[src/common/prt_regs.svh]
// constants of the phase resync timer: link word layout and host map
// assumes nothing; included by bare name by package and modules
`ifndef PRT_REGS_SVH
`define PRT_REGS_SVH

// ---------------------------------------------------------------
// serial control word layout
// ---------------------------------------------------------------
`define PRT_WORD_W 32
`define PRT_ADDR_HI 2
`define PRT_ADDR_LO 0
`define PRT_ADDR_FRACTION_NUMERATOR 3'h0
`define PRT_ADDR_MOD 3'h1
`define PRT_ADDR_CLKDIV 3'h3
`define PRT_FIELD_HI 14
`define PRT_FIELD_LO 3
`define PRT_PHASE_HI 26
`define PRT_PHASE_LO 15
`define PRT_FUNC_HI 16
`define PRT_FUNC_LO 15
`define PRT_FUNC_RESYNC 2'h2
`define PRT_DITHER_BIT 18
`define PRT_WORD_RST 32'h0000_0000
`define PRT_MOD_MIN 12'h002
`define PRT_MOD_MIN_DITHER 12'h032
`define PRT_LFSR_SEED 12'hACE
`define PRT_LFSR_TAPS 12'h829

// ---------------------------------------------------------------
// host register map (byte addresses on the bus)
// ---------------------------------------------------------------
`define PRT_HOST_AW 12
`define PRT_OFS_DATA 12'h000
`define PRT_OFS_CTRL 12'h004
`define PRT_OFS_STAT 12'h008
`define PRT_CTRL_GO 0
`define PRT_STAT_BUSY 0
`define PRT_STAT_DONE 1
`define PRT_BIT_LAST 5'h1F
`define PRT_HALF_DIV 8

`endif

[src/common/prt_pkg.sv]
// types shared by the phase resync timer and its serial host
// assumes prt_regs.svh is on the include path
`include "prt_regs.svh"
package prt_pkg;
  // one serial control word
  typedef logic [`PRT_WORD_W-1:0] prt_word_t;
  // one 12-bit count field
  typedef logic [11:0] prt_field_t;
  // host sequencer states, one-hot
  typedef enum logic [3:0] {
    PRT_IDLE = 4'h1,
    PRT_LOW = 4'h2,
    PRT_SHIFT = 4'h4,
    PRT_RAISE = 4'h8
  } prt_state_t;
endpackage : prt_pkg

[src/common/prt_if.sv]
// three-wire serial link between host and phase resync timer
// assumes both ends run on the same ref_clk
`timescale 1ns/10ps
`default_nettype none
interface prt_if;
  logic sclk; // serial clock, made by the host
  logic sdata; // serial data, msb first
  logic load_strobe; // low while shifting, rising edge latches
  modport host (output sclk, output sdata, output load_strobe);
  modport dev (input sclk, input sdata, input load_strobe);
endinterface : prt_if
`default_nettype wire

[src/prt_device.sv]
// phase resync timer: serial word latches, sync timer, modulator seed
// assumes link pins synchronous to ref_clk, which is the pfd rate
//
// Behaviour
// - dither off: seed modulator from phase word
// - resync gives repeatable output phase offset with dither off
// - resync enabled only when function field is 10
// - sync spacing is divider times modulus cycles
// - divider is 12 bits, values 1 to 4095
// - modulus comes from first control word field
// - realign on second sync after strobe rise
// - host sets period above worst lock time
// - phase steps one modulus fraction per count
// - host keeps phase word fixed without table
// - shift bits on sclk rise, latch on strobe
// - host drives serial port with cpha zero
// - host drops strobe before shifting a word
// - host sends word as four bytes
// - host raises strobe after fourth byte
// - modulus 2 to 4095, 50 with dither
// - modulator and timer step each pfd cycle
`timescale 1ns/10ps
`default_nettype none
`include "prt_regs.svh"
module prt_device (
  input wire logic ref_clk,
  input wire logic sys_rst,
  prt_if.dev link,
  output logic sync_pulse,
  output logic resync_pulse,
  output logic resync_active,
  output logic mod_valid,
  output prt_pkg::prt_field_t phase_state,
  output logic mod_carry
);
  import prt_pkg::*;

  // ---------------------------------------------------------------
  // serial receiver
  // ---------------------------------------------------------------
  logic sclk_d_r; // sclk one cycle ago
  logic le_d_r; // strobe one cycle ago
  prt_word_t shift_r; // collected bits
  logic sclk_rise; // sclk rising edge
  logic le_rise; // strobe rising edge

  assign sclk_rise = link.sclk && !sclk_d_r;
  assign le_rise = link.load_strobe && !le_d_r;

  // edge history of the link pins
  always_ff @(posedge ref_clk)
  begin
    if (sys_rst)
    begin
      sclk_d_r <= 1'b0;
      le_d_r <= 1'b1;
    end
    else
    begin
      sclk_d_r <= link.sclk;
      le_d_r <= link.load_strobe;
    end
  end

  // shift one bit per sclk rise, msb first
  always_ff @(posedge ref_clk)
  begin
    if (sys_rst)
      shift_r <= `PRT_WORD_RST;
    else if (sclk_rise && !link.load_strobe)
      shift_r <= {shift_r[`PRT_WORD_W-2:0], link.sdata};
  end

  // ---------------------------------------------------------------
  // control word latches
  // ---------------------------------------------------------------
  prt_word_t fraction_numerator_word_r; // fraction numerator word
  prt_word_t mod_word_r; // modulus and phase word
  prt_word_t div_word_r; // divider, function, dither word
  logic [2:0] waddr; // address of collected word

  assign waddr = shift_r[`PRT_ADDR_HI:`PRT_ADDR_LO];

  // strobe rise moves the word to its addressed latch
  always_ff @(posedge ref_clk)
  begin
    if (sys_rst)
    begin
      fraction_numerator_word_r <= `PRT_WORD_RST;
      mod_word_r <= `PRT_WORD_RST;
      div_word_r <= `PRT_WORD_RST;
    end
    else if (le_rise)
    begin
      if (waddr == `PRT_ADDR_FRACTION_NUMERATOR)
        fraction_numerator_word_r <= shift_r;
      else if (waddr == `PRT_ADDR_MOD)
        mod_word_r <= shift_r;
      else if (waddr == `PRT_ADDR_CLKDIV)
        div_word_r <= shift_r;
    end
  end

  // ---------------------------------------------------------------
  // fields and validity
  // ---------------------------------------------------------------
  prt_field_t modulus; // fractional_modulus
  prt_field_t numer; // fraction_numerator
  prt_field_t phase_word; // programmed phase word
  prt_field_t clk_div; // resync interval divider
  logic dither_en; // low spur mode
  logic resync_en; // resync function selected
  logic mod_ok; // modulus usable in this mode
  logic timer_en; // sync timer runs

  assign modulus = mod_word_r[`PRT_FIELD_HI:`PRT_FIELD_LO];
  assign phase_word = mod_word_r[`PRT_PHASE_HI:`PRT_PHASE_LO];
  assign numer = fraction_numerator_word_r[`PRT_FIELD_HI:`PRT_FIELD_LO];
  assign clk_div = div_word_r[`PRT_FIELD_HI:`PRT_FIELD_LO];
  assign dither_en = div_word_r[`PRT_DITHER_BIT];
  assign resync_en =
    (div_word_r[`PRT_FUNC_HI:`PRT_FUNC_LO] == `PRT_FUNC_RESYNC);
  // dither raises the least modulus
  assign mod_ok = dither_en ? (modulus >= `PRT_MOD_MIN_DITHER)
    : (modulus >= `PRT_MOD_MIN);
  // a divider of zero is outside its range and stops the timer
  assign timer_en = resync_en && mod_ok && (clk_div != 12'h000);

  // ---------------------------------------------------------------
  // sync timer: modulus cycles times divider
  // ---------------------------------------------------------------
  prt_field_t cnt_mod_r; // pfd cycles within one modulus
  prt_field_t cnt_div_r; // moduli within one interval
  logic mod_wrap; // modulus count ends
  logic sync; // interval ends this cycle

  assign mod_wrap = (cnt_mod_r == modulus - 12'h001);
  assign sync = timer_en && mod_wrap
    && (cnt_div_r == clk_div - 12'h001);

  // count one step per pfd cycle; restart on strobe rise
  always_ff @(posedge ref_clk)
  begin
    if (sys_rst || le_rise || !timer_en)
    begin
      cnt_mod_r <= 12'h000;
      cnt_div_r <= 12'h000;
    end
    else if (mod_wrap)
    begin
      cnt_mod_r <= 12'h000;
      if (sync)
        cnt_div_r <= 12'h000;
      else
        cnt_div_r <= cnt_div_r + 12'h001;
    end
    else
      cnt_mod_r <= cnt_mod_r + 12'h001;
  end

  // ---------------------------------------------------------------
  // realign on the second sync after a strobe rise
  // ---------------------------------------------------------------
  logic armed_r; // waiting for realign
  logic seen_r; // first sync already passed
  logic realign; // realign this cycle

  assign realign = sync && armed_r && seen_r;

  // arm on strobe rise, count syncs
  always_ff @(posedge ref_clk)
  begin
    if (sys_rst)
    begin
      armed_r <= 1'b0;
      seen_r <= 1'b0;
    end
    else if (le_rise)
    begin
      armed_r <= 1'b1;
      seen_r <= 1'b0;
    end
    else if (sync && armed_r)
    begin
      seen_r <= 1'b1;
      if (seen_r)
        armed_r <= 1'b0;
    end
  end

  // ---------------------------------------------------------------
  // modulator seed and phase accumulator
  // ---------------------------------------------------------------
  prt_field_t lfsr_r; // dither source
  prt_field_t acc_r; // modulator phase state
  logic carry_r;
  prt_field_t seed; // value loaded on reseed
  logic reseed; // load seed this cycle
  logic [12:0] sum; // next state before wrap

  // a phase word at or above the modulus folds to zero
  assign seed = dither_en ? ((lfsr_r < modulus) ? lfsr_r : 12'h000)
    : ((phase_word < modulus) ? phase_word : 12'h000);
  // resync seeds on realign; otherwise each new word seeds at once
  assign reseed = resync_en ? realign : le_rise;
  assign sum = {1'b0, acc_r} + {1'b0, numer};

  // dither lfsr steps every cycle
  always_ff @(posedge ref_clk)
  begin
    if (sys_rst)
      lfsr_r <= `PRT_LFSR_SEED;
    else if (lfsr_r[0])
      lfsr_r <= (lfsr_r >> 1) ^ `PRT_LFSR_TAPS;
    else
      lfsr_r <= lfsr_r >> 1;
  end

  // accumulator advances by the numerator each pfd cycle; holds while the modulus is unusable
  always_ff @(posedge ref_clk)
  begin
    if (sys_rst)
    begin
      acc_r <= 12'h000;
      carry_r <= 1'b0;
    end
    else if (reseed)
    begin
      acc_r <= seed;
      carry_r <= 1'b0;
    end
    else if (!mod_ok)
      carry_r <= 1'b0;
    else if (sum >= {1'b0, modulus})
    begin
      acc_r <= 12'(sum - {1'b0, modulus});
      carry_r <= 1'b1;
    end
    else
    begin
      acc_r <= sum[11:0];
      carry_r <= 1'b0;
    end
  end

  // ---------------------------------------------------------------
  // registered outputs
  // ---------------------------------------------------------------
  logic sync_r;
  logic resync_r;
  logic active_r;
  logic valid_r;

  // status and event outputs
  always_ff @(posedge ref_clk)
  begin
    if (sys_rst)
    begin
      sync_r <= 1'b0;
      resync_r <= 1'b0;
      active_r <= 1'b0;
      valid_r <= 1'b0;
    end
    else
    begin
      sync_r <= sync;
      resync_r <= realign;
      active_r <= timer_en;
      valid_r <= mod_ok;
    end
  end

  assign sync_pulse = sync_r;
  assign resync_pulse = resync_r;
  assign resync_active = active_r;
  assign mod_valid = valid_r;
  assign phase_state = acc_r;
  assign mod_carry = carry_r;

endmodule : prt_device
`default_nettype wire

[src/flat_wrapper.sv]
// flat-port wrapper written by rule: the top's interface ports become plain ports
module prt_device_flat import prt_pkg::*;
  (ref_clk, sys_rst, sync_pulse, resync_pulse, resync_active, mod_valid, phase_state, mod_carry, link_sclk, link_sdata, link_load_strobe);
  prt_if link_i ();
  input wire logic ref_clk;
  input wire logic sys_rst;
  output logic sync_pulse;
  output logic resync_pulse;
  output logic resync_active;
  output logic mod_valid;
  output prt_pkg::prt_field_t phase_state;
  output logic mod_carry;
  input wire logic [$bits(link_i.sclk)-1:0] link_sclk;
  input wire logic [$bits(link_i.sdata)-1:0] link_sdata;
  input wire logic [$bits(link_i.load_strobe)-1:0] link_load_strobe;
  assign link_i.sclk = link_sclk;
  assign link_i.sdata = link_sdata;
  assign link_i.load_strobe = link_load_strobe;
  prt_device u_core (.ref_clk(ref_clk), .sys_rst(sys_rst), .link(link_i), .sync_pulse(sync_pulse), .resync_pulse(resync_pulse), .resync_active(resync_active), .mod_valid(mod_valid), .phase_state(phase_state), .mod_carry(mod_carry));
endmodule
[config.mk]
export PLATFORM = sky130hd
export DESIGN_NAME = prt_device_flat
export DESIGN_NICKNAME = d
export VERILOG_FILES = /design/src/common/prt_pkg.sv /design/src/common/prt_if.sv /design/src/prt_device.sv /design/src/flat_wrapper.sv
export VERILOG_INCLUDE_DIRS = /design/src /design/src/common
export SDC_FILE = /design/constraint.sdc
export NUM_CORES = 1
export LEC_CHECK = 0
export BUFFER_PORTS_ARGS = -buffer_cell sky130_fd_sc_hd__buf_2
export CAP_MARGIN = 0
export CORE_UTILIZATION = 30
export DETAILED_ROUTE_END_ITERATION = 16
export PLACE_DENSITY_LB_ADDON = 0.2
export SKIP_CTS_REPAIR_TIMING = 1
export SYNTH_ARGS = -nofsm -noshare
export SYNTH_HDL_FRONTEND = slang
export SYNTH_SLANG_ARGS = --single-unit
export TNS_END_PERCENT = 30
[constraint.sdc]
create_clock -name ref_clk -period 4.8 [get_ports ref_clk]
set_input_delay 1.2 -clock ref_clk [delete_from_list [all_inputs] [get_ports ref_clk]]
set_output_delay 1.2 -clock ref_clk [all_outputs]
set_load 0.005 [all_outputs]
==> results of run 1 <==
-- cell type report --
cell class                 count  area (um2)  share of cell area, %
clock buffer                  20       456.7                  5.201
clock inverter                12       151.4                  1.724
timing repair buffer          29       167.7                  1.909
inverter                      35       131.4                  1.496
sequential                   135        2703                  30.78
multi-input combinational    752        4758                  54.19
tap                          330       412.9                  4.702
-- registers in the layout, indices dropped and copies added, names as in the netlist --
signal / flops
u_core.sync_pulse: 1
u_core.mod_valid: 1
u_core.sclk_d_r: 1
u_core.lfsr_r: 12
u_core.le_d_r: 1
u_core.seen_r: 1
u_core.armed_r: 1
u_core.shift_r: 27
u_core.mod_carry: 1
u_core.mod_word_r: 24
u_core.cnt_mod_r: 12
u_core.resync_active: 1
u_core.phase_state: 12
u_core.resync_pulse: 1
u_core.div_word_r: 15
u_core.cnt_div_r: 12
u_core.fraction_numerator_word_r: 12
-- cells in the mapped netlist (all sizes together) (13+ instances only) --
cell | instances | area share, %
clkbuf | 42 | 2.0
xor2 | 20 | 2.3
nor3 | 21 | 1.4
o21ai | 30 | 2.0
a21oi | 94 | 6.1
inv | 35 | 1.7
mux2i | 13 | 1.7
nand3 | 36 | 2.3
xnor2 | 42 | 4.7
nand4 | 15 | 1.2
ha | 51 | 8.2
nor2 | 77 | 3.8
a22oi | 13 | 1.3
nand2 | 167 | 8.1
dfxtp | 135 | 35
-- how the worst max path moves through the flow --
stage                                             startpoint                             endpoint  slack, ps  cells past startpoint
after global placement    u_core.phase_state[1]$_SDFFE_PP0P_   u_core.phase_state[9]$_SDFFE_PP0P_        870                     17
after detailed placement  u_core.phase_state[1]$_SDFFE_PP0P_   u_core.phase_state[6]$_SDFFE_PP0P_        860                     17
after floorplan           u_core.phase_state[1]$_SDFFE_PP0P_  u_core.phase_state[10]$_SDFFE_PP0P_       1320                     17
final                     u_core.phase_state[1]$_SDFFE_PP0P_  u_core.phase_state[10]$_SDFFE_PP0P_        820                     17
after CTS                 u_core.phase_state[1]$_SDFFE_PP0P_  u_core.phase_state[10]$_SDFFE_PP0P_        820                     17
after global routing      u_core.phase_state[1]$_SDFFE_PP0P_  u_core.phase_state[10]$_SDFFE_PP0P_        380                     17
-- per-layer routing --
| metal | vias to the layer above | track usage [%] | wire, um | share of wire (%) |
|---|---|---|---|---|
| met5 | - | 0 | 0 | 0 |
| met2 | 108 | 28.36 | 10140 | 45 |
| li1 | 3421 | - | - | - |
| met3 | 25 | 2.546 | 608 | 2.7 |
| met1 | 3242 | 24.70 | 11610 | 51 |
| met4 | 0 | 5.225 | 369 | 1.6 |
-- power by group through the flow --
stage	logic [mW]	registers, mW	clock network [mW]
finish	0.104	1.15	1.36
floorplan	0.0767	1.16	0
global route	0.116	1.15	1.42
global placement	0.104	1.17	0
detailed placement	0.103	1.17	0
CTS	0.103	1.14	1.38
-- logic make-up after synthesis --
| logic type | after synthesis | synth area share [%] |
|---|---|---|
| simple gates | 399 | 24.82 |
| compound gates | 223 | 18.58 |
| flops | 135 | 34.77 |
| buf+inv | 84 | 4.153 |
| xor+xnor | 62 | 6.986 |
| fa+ha+maj | 53 | 8.725 |
| mux | 15 | 1.964 |
-- worst register-to-register path, cell delays in order (launching register included) --
cell	delay [ps]
dfxtp_1	320
ha_1	290
a21oi_1	180
o211ai_1	200
o31ai_1	340
o21ai_0	120
a21oi_1	180
xnor2_1	120
ha_1	410
nand4_1	170
nor4_1	330
nor3_1	90
o211ai_1	90
buf_4	230
nor2_1	150
o311ai_0	430
nand4_1	140
o31ai_1	100
-- stage by stage --
step	total power [mW]	util (%)
after floorplan	1.239	-
after global placement	1.273	32.27
after detailed placement	1.272	32.27
after CTS	2.633	34.67
after global routing	2.680	34.67
final	2.608	34.67
==> impl_results.md, run 1 <==
* Status: finished, final reports clean
* Min-delay worst type: flip-flop to flip-flop
* Drc violations at 0
* Inserted Clock Buffers at 17
* Largest delay share family, worst path: compound AO/OA/AOI/OAI gates
* Clk Latency, worst-skew pair at 430 ps
* Register area share after synthesis at 34.77%
* Most common cell after layout, fill and taps aside: nand2_1
* Clk root buf: clkbuf_16
* Syn-to-layout area delta at 12.97%
* Final hold violation count at 0
* Commonest cells after routing, fill and taps aside: nand2_1 (167), dfxtp_1 (135), a21oi_1 (94)
* Initial antenna violation count at 0
* Worst ir drop on vdd at 0.2029 mV
* Routed WL at 22730 um
* Worst slew margin at 32.30%
* Via count at 6796
* Switching Share at 22.93%
* Crit path largest cell delay at 430 ps
* Port Buffer Count at 21
* Crit path buf inv count at 1
* Tmin final at 3978 ps
* FF+latch count, synth at 135
* Clock share of power at 52.1%
* Register share of total power at 43.9%
* Worst path slowest cell: o311ai_0
* Predominant post-synthesis flop cell: dfxtp_1
* WHS at 442.6 ps
* Post-DRT Antenna Nets at 0
* DR iter-0 viols at 358
* Largest net degree at the start of global routing at 66
* Ys async rst share at 0%
* Yosys warns at 0
* Clock buffer depth at 2
* Syn_area_per_cell at 8.005 um2
* CP Max Fanout at 17
* Leak pwr at 3.119 nW
* Required @ worst endpoint at 5150 ps
* CTS tree: yes
* Die area at 26560 um2
* Post-Syn Area at 7772 um2
* Core area at 25330 um2
* Fin. max-slew vios at 0
* Post-Layout Cell Count at 1313
* Tcrit/Tclk final at 82.88%
* Gate power share at 4.0%
* Initial Utilization at 30.69%
* Row cnt at 58
* DRT Pass-1 Iters at 5
* Pwr/cell area at 297.0 nW/um2
* WL/cell at 17.31 um
* Io pins at 22
* Worst hold path startpoint: u_core.shift_r[26]$_SDFFE_PP0P_
* Endpoint class of the critical path: flip-flop
* P_int at 2.010 mW
* Crit path cell chain: ha_1 > a21oi_1 > o211ai_1 > o31ai_1 > o21ai_0 > a21oi_1 > xnor2_1 > ha_1 > nand4_1 > nor4_1 > nor3_1 > o211ai_1 > buf_4 > nor2_1 > o311ai_0 > nand4_1 > o31ai_1
* Die Span Y at 163.0 um
* P_sw at 0.5978 mW
* Worst endpoint data arrival time at 4330 ps
* Hold path depth at 2
* WHS Endpoint: u_core.mod_word_r[26]$_SDFFE_PP0P_
* DP HPWL at 16390 um
* RSZ-0062 raised after global routing: false
* Die width at 163.0 um
* R2R Path End: u_core.phase_state[10]$_SDFFE_PP0P_
* TNS Setup at 0 ps
* Max_cap viols at 0
* FF-to-FF path depth at 17
* Final non-filler cell area at 8781 um2
* Post-synth EDFFs at 0
* # fillers at 2624
* Synth Instances at 971
* H-tree Lvls at 4
* Worst slew pin tran at 1016 ps
* Final Skew at 11.63 ps
* Worst setup margin at 821.6 ps
* All-Layer GR Usage at 17.79%
* Gr ovfl total at 0
* Cell variety after synth at 71
* Dpl cells at 1281
* Pre-CTS setup slack at 857.3 ps
* Gpl congestion at 0.8715
* First-pass GRT wire length at 36140 um
* Vias in the first global route at 6481
* Diodes inserted at 0
* Placed Area at 8173 um2
* Final Net Count at 1028
* R2R Setup Slk at 820 ps
* Via density at 5.176
* F_max at 0.2514 GHz
* Final setup fails at 0
* Reg2reg start: u_core.phase_state[1]$_SDFFE_PP0P_
* Layout cells sized above 1 at 9.257%
* CTS clk-pin slew, worst paths at 70 ps
* Sink Count at 135
* CP startpoint kind: flip-flop
* Syn nets at 1029
* Crit path kind: flip-flop to flip-flop
Power figures use the tool's default switching activity.
==> inputs of run 2 (changes only) <==
==> constraint.sdc (replaced) <==
create_clock -name ref_clk -period 3.35 [get_ports ref_clk]
set_input_delay 0.8375 -clock ref_clk [delete_from_list [all_inputs] [get_ports ref_clk]]
set_output_delay 0.8375 -clock ref_clk [all_outputs]
set_load 0.005 [all_outputs]
==> impl_results.md, run 2 (synthesized netlist as in run 1, its figures left out) <==
* Status: finished, violations left
* Endpoint class of the critical path: flip-flop
* CP startpoint kind: flip-flop
* Max FFs per register at 27 (unchanged)
* CTS clk-pin slew, worst paths at 60 ps (about the same)
* Largest delay share family, worst path: compound AO/OA/AOI/OAI gates
* Final non-filler cell area at 9694 um2 (+10%)
* Core area at 25330 um2 (unchanged)
* Final hold violation count at 0 (unchanged)
* Max_cap viols at 0 (unchanged)
* Tcrit/Tclk final at 111.4% (+28 points)
* All-Layer GR Usage at 18.12% (+0.34 points)
* Worst slew margin at 37.42% (+5.1 points)
* Clk root buf: clkbuf_16
* Drc violations at 0 (unchanged)
* Failing checks: setup timing
* Register with the most flip-flops: u_core.shift_r
* Final Skew at 10.70 ps (-0.9225 ps)
* Worst hold path startpoint: u_core.shift_r[26]$_SDFFE_PP0P_
* Final setup fails at 12 (+12)
* DP HPWL at 17480 um (+6.6%)
* Tmin final at 3731 ps (-247.2 ps)
* Commonest cells after routing, fill and taps aside: nand2_1 (166), dfxtp_1 (127), buf_4 (97)
* F_max at 0.2680 GHz (+6.6%)
* Gr ovfl total at 0 (unchanged)
* Crit path largest cell delay at 350 ps (-80 ps)
* Sink Count at 135 (unchanged)
* Worst slew pin tran at 936.4 ps (-79.13 ps)
* Die width at 163.0 um (unchanged)
* Initial Utilization at 30.69% (unchanged)
* WL/cell at 16.84 um (-2.7%)
* Clock buffer depth at 2 (unchanged)
* Pwr/cell area at 395.2 nW/um2 (+33%)
* Via count at 7168 (+5.5%)
* Crit path kind: flip-flop to flip-flop
* Port Buffer Count at 21 (unchanged)
* Vias in the first global route at 6603 (+1.9%)
* Inserted Clock Buffers at 17 (unchanged)
* Gpl congestion at 0.8395 (-3.7%)
* H-tree Lvls at 4 (unchanged)
* Via density at 5.116 (-1.2%)
* RSZ-0062 raised after global routing: true
* Crit-path most repeated cell: buf_4
* Multi-input logic area at 4976 um2 (+4.6%)
* Layout Utilization at 38.28% (+3.6 points)
* Crit. Startpoint: u_core.phase_state[1]$_SDFFE_PP0P_
* Fin. max-slew vios at 0 (unchanged)
* Initial antenna violation count at 0 (unchanged)
* Reg area at 2715 um2 (+0.46%)
* Min-delay worst type: flip-flop to flip-flop
* Pre-CTS setup slack at -408.1 ps (-1265 ps)
* Io pins at 22 (unchanged)
* Die area at 26560 um2 (unchanged)
* Placed Area at 8866 um2 (+8.5%)
* First-pass GRT wire length at 36700 um (+1.5%)
* Reg2reg start: u_core.phase_state[1]$_SDFFE_PP0P_
* TNS Setup at -3595 ps (-3595 ps)
* DR iter-0 viols at 420 (+17%)
* Final Net Count at 1116 (+8.6%)
* Most common cell after layout, fill and taps aside: nand2_1
* Post-DRT Antenna Nets at 0 (unchanged)
* Layout cells sized above 1 at 20.54% (+11 points)
* Worst ir drop on vdd at 0.3571 mV (+76%)
* Leak pwr at 3.612 nW (+16%)
* Routed WL at 23600 um (+3.8%)
* Worst path slowest cell: or3b_4
* Required @ worst endpoint at 3700 ps (-1450 ps)
* Diodes inserted at 0 (unchanged)
* Clk Latency, worst-skew pair at 430 ps (about the same)
* Largest net degree at the start of global routing at 80 (+21%)
* Worst endpoint data arrival time at 4080 ps (-250 ps)
* Worst setup margin at -381.2 ps (-1203 ps)
* Crit path buf inv count at 3 (+2)
* Row cnt at 58 (unchanged)
* Syn-to-layout area delta at 24.73%
* CP Max Fanout at 7 (-10)
* DRT Pass-1 Iters at 5 (unchanged)
* # fillers at 2627 (+0.11%)
* Crit path cell chain: ha_4 > a21oi_2 > o211ai_1 > o31ai_2 > o21ai_1 > a21oi_2 > xnor2_2 > ha_1 > nand4_1 > buf_4 > nor4_4 > nor3_2 > o211ai_1 > buf_4 > buf_4 > or3b_4 > o311ai_1 > nand4_1 > o31ai_1
* Largest regs: u_core.shift_r: 27 flops, u_core.mod_word_r: 24 flops, u_core.div_word_r: 15 flops
* Die Span Y at 163.0 um (unchanged)
* Power, Total at 3.831 mW (+47%)
* CTS tree: yes
run 2: path summary, 6_finish.rpt:
check | to | slack [ps] | depth (start not counted)
max | u_core.phase_state[10]$_SDFFE_PP0P_ | -380 | 19
min | u_core.shift_r[26]$_SDFFE_PP0P_ | 460 | 2
max reg2reg | u_core.phase_state[10]$_SDFFE_PP0P_ | -380 | 19
min reg2reg | u_core.shift_r[26]$_SDFFE_PP0P_ | 460 | 2
run 2: layout make-up:
class | count | share of cell area, %
clock buffers | 20 | 4.711
repair buffers | 117 | 8.544
well taps | 330 | 4.259
clock inverters | 12 | 1.794
inverters | 35 | 1.355
flip-flops and latches | 135 | 28.01
multi-input cells | 752 | 51.33
run 2: metal layers:
metal,wire length (um),track usage (%)
met4,424,5.862
met3,874,3.285
met1,11660,25.24
met2,10640,28.03
met5,0,0
run 2: per-stage QoR:
stage / std cells / hold WS (ps)
after floorplan: 971 / 432.1
after global routing: 1401 / 487.7
after global placement: 1364 / 440.1
after detailed placement: 1364 / 451.2
final: 1401 / 458.5
after CTS: 1396 / 459.0
run 2: worst min-delay path, delay by kind of cell (launching register included):
kind	cells	cell delay, ps
AOI/OAI and AO/OA	1	50
DFF	1	310
and+or+nand+nor	1	50
run 2: where the power goes:
group          leakage (nW)  internal, mW  switching, mW  total (mW)
clock network         0.310          1.28          0.733        2.02
logic                  2.21        0.0722          0.105       0.177
registers              1.10          1.62         0.0166        1.64
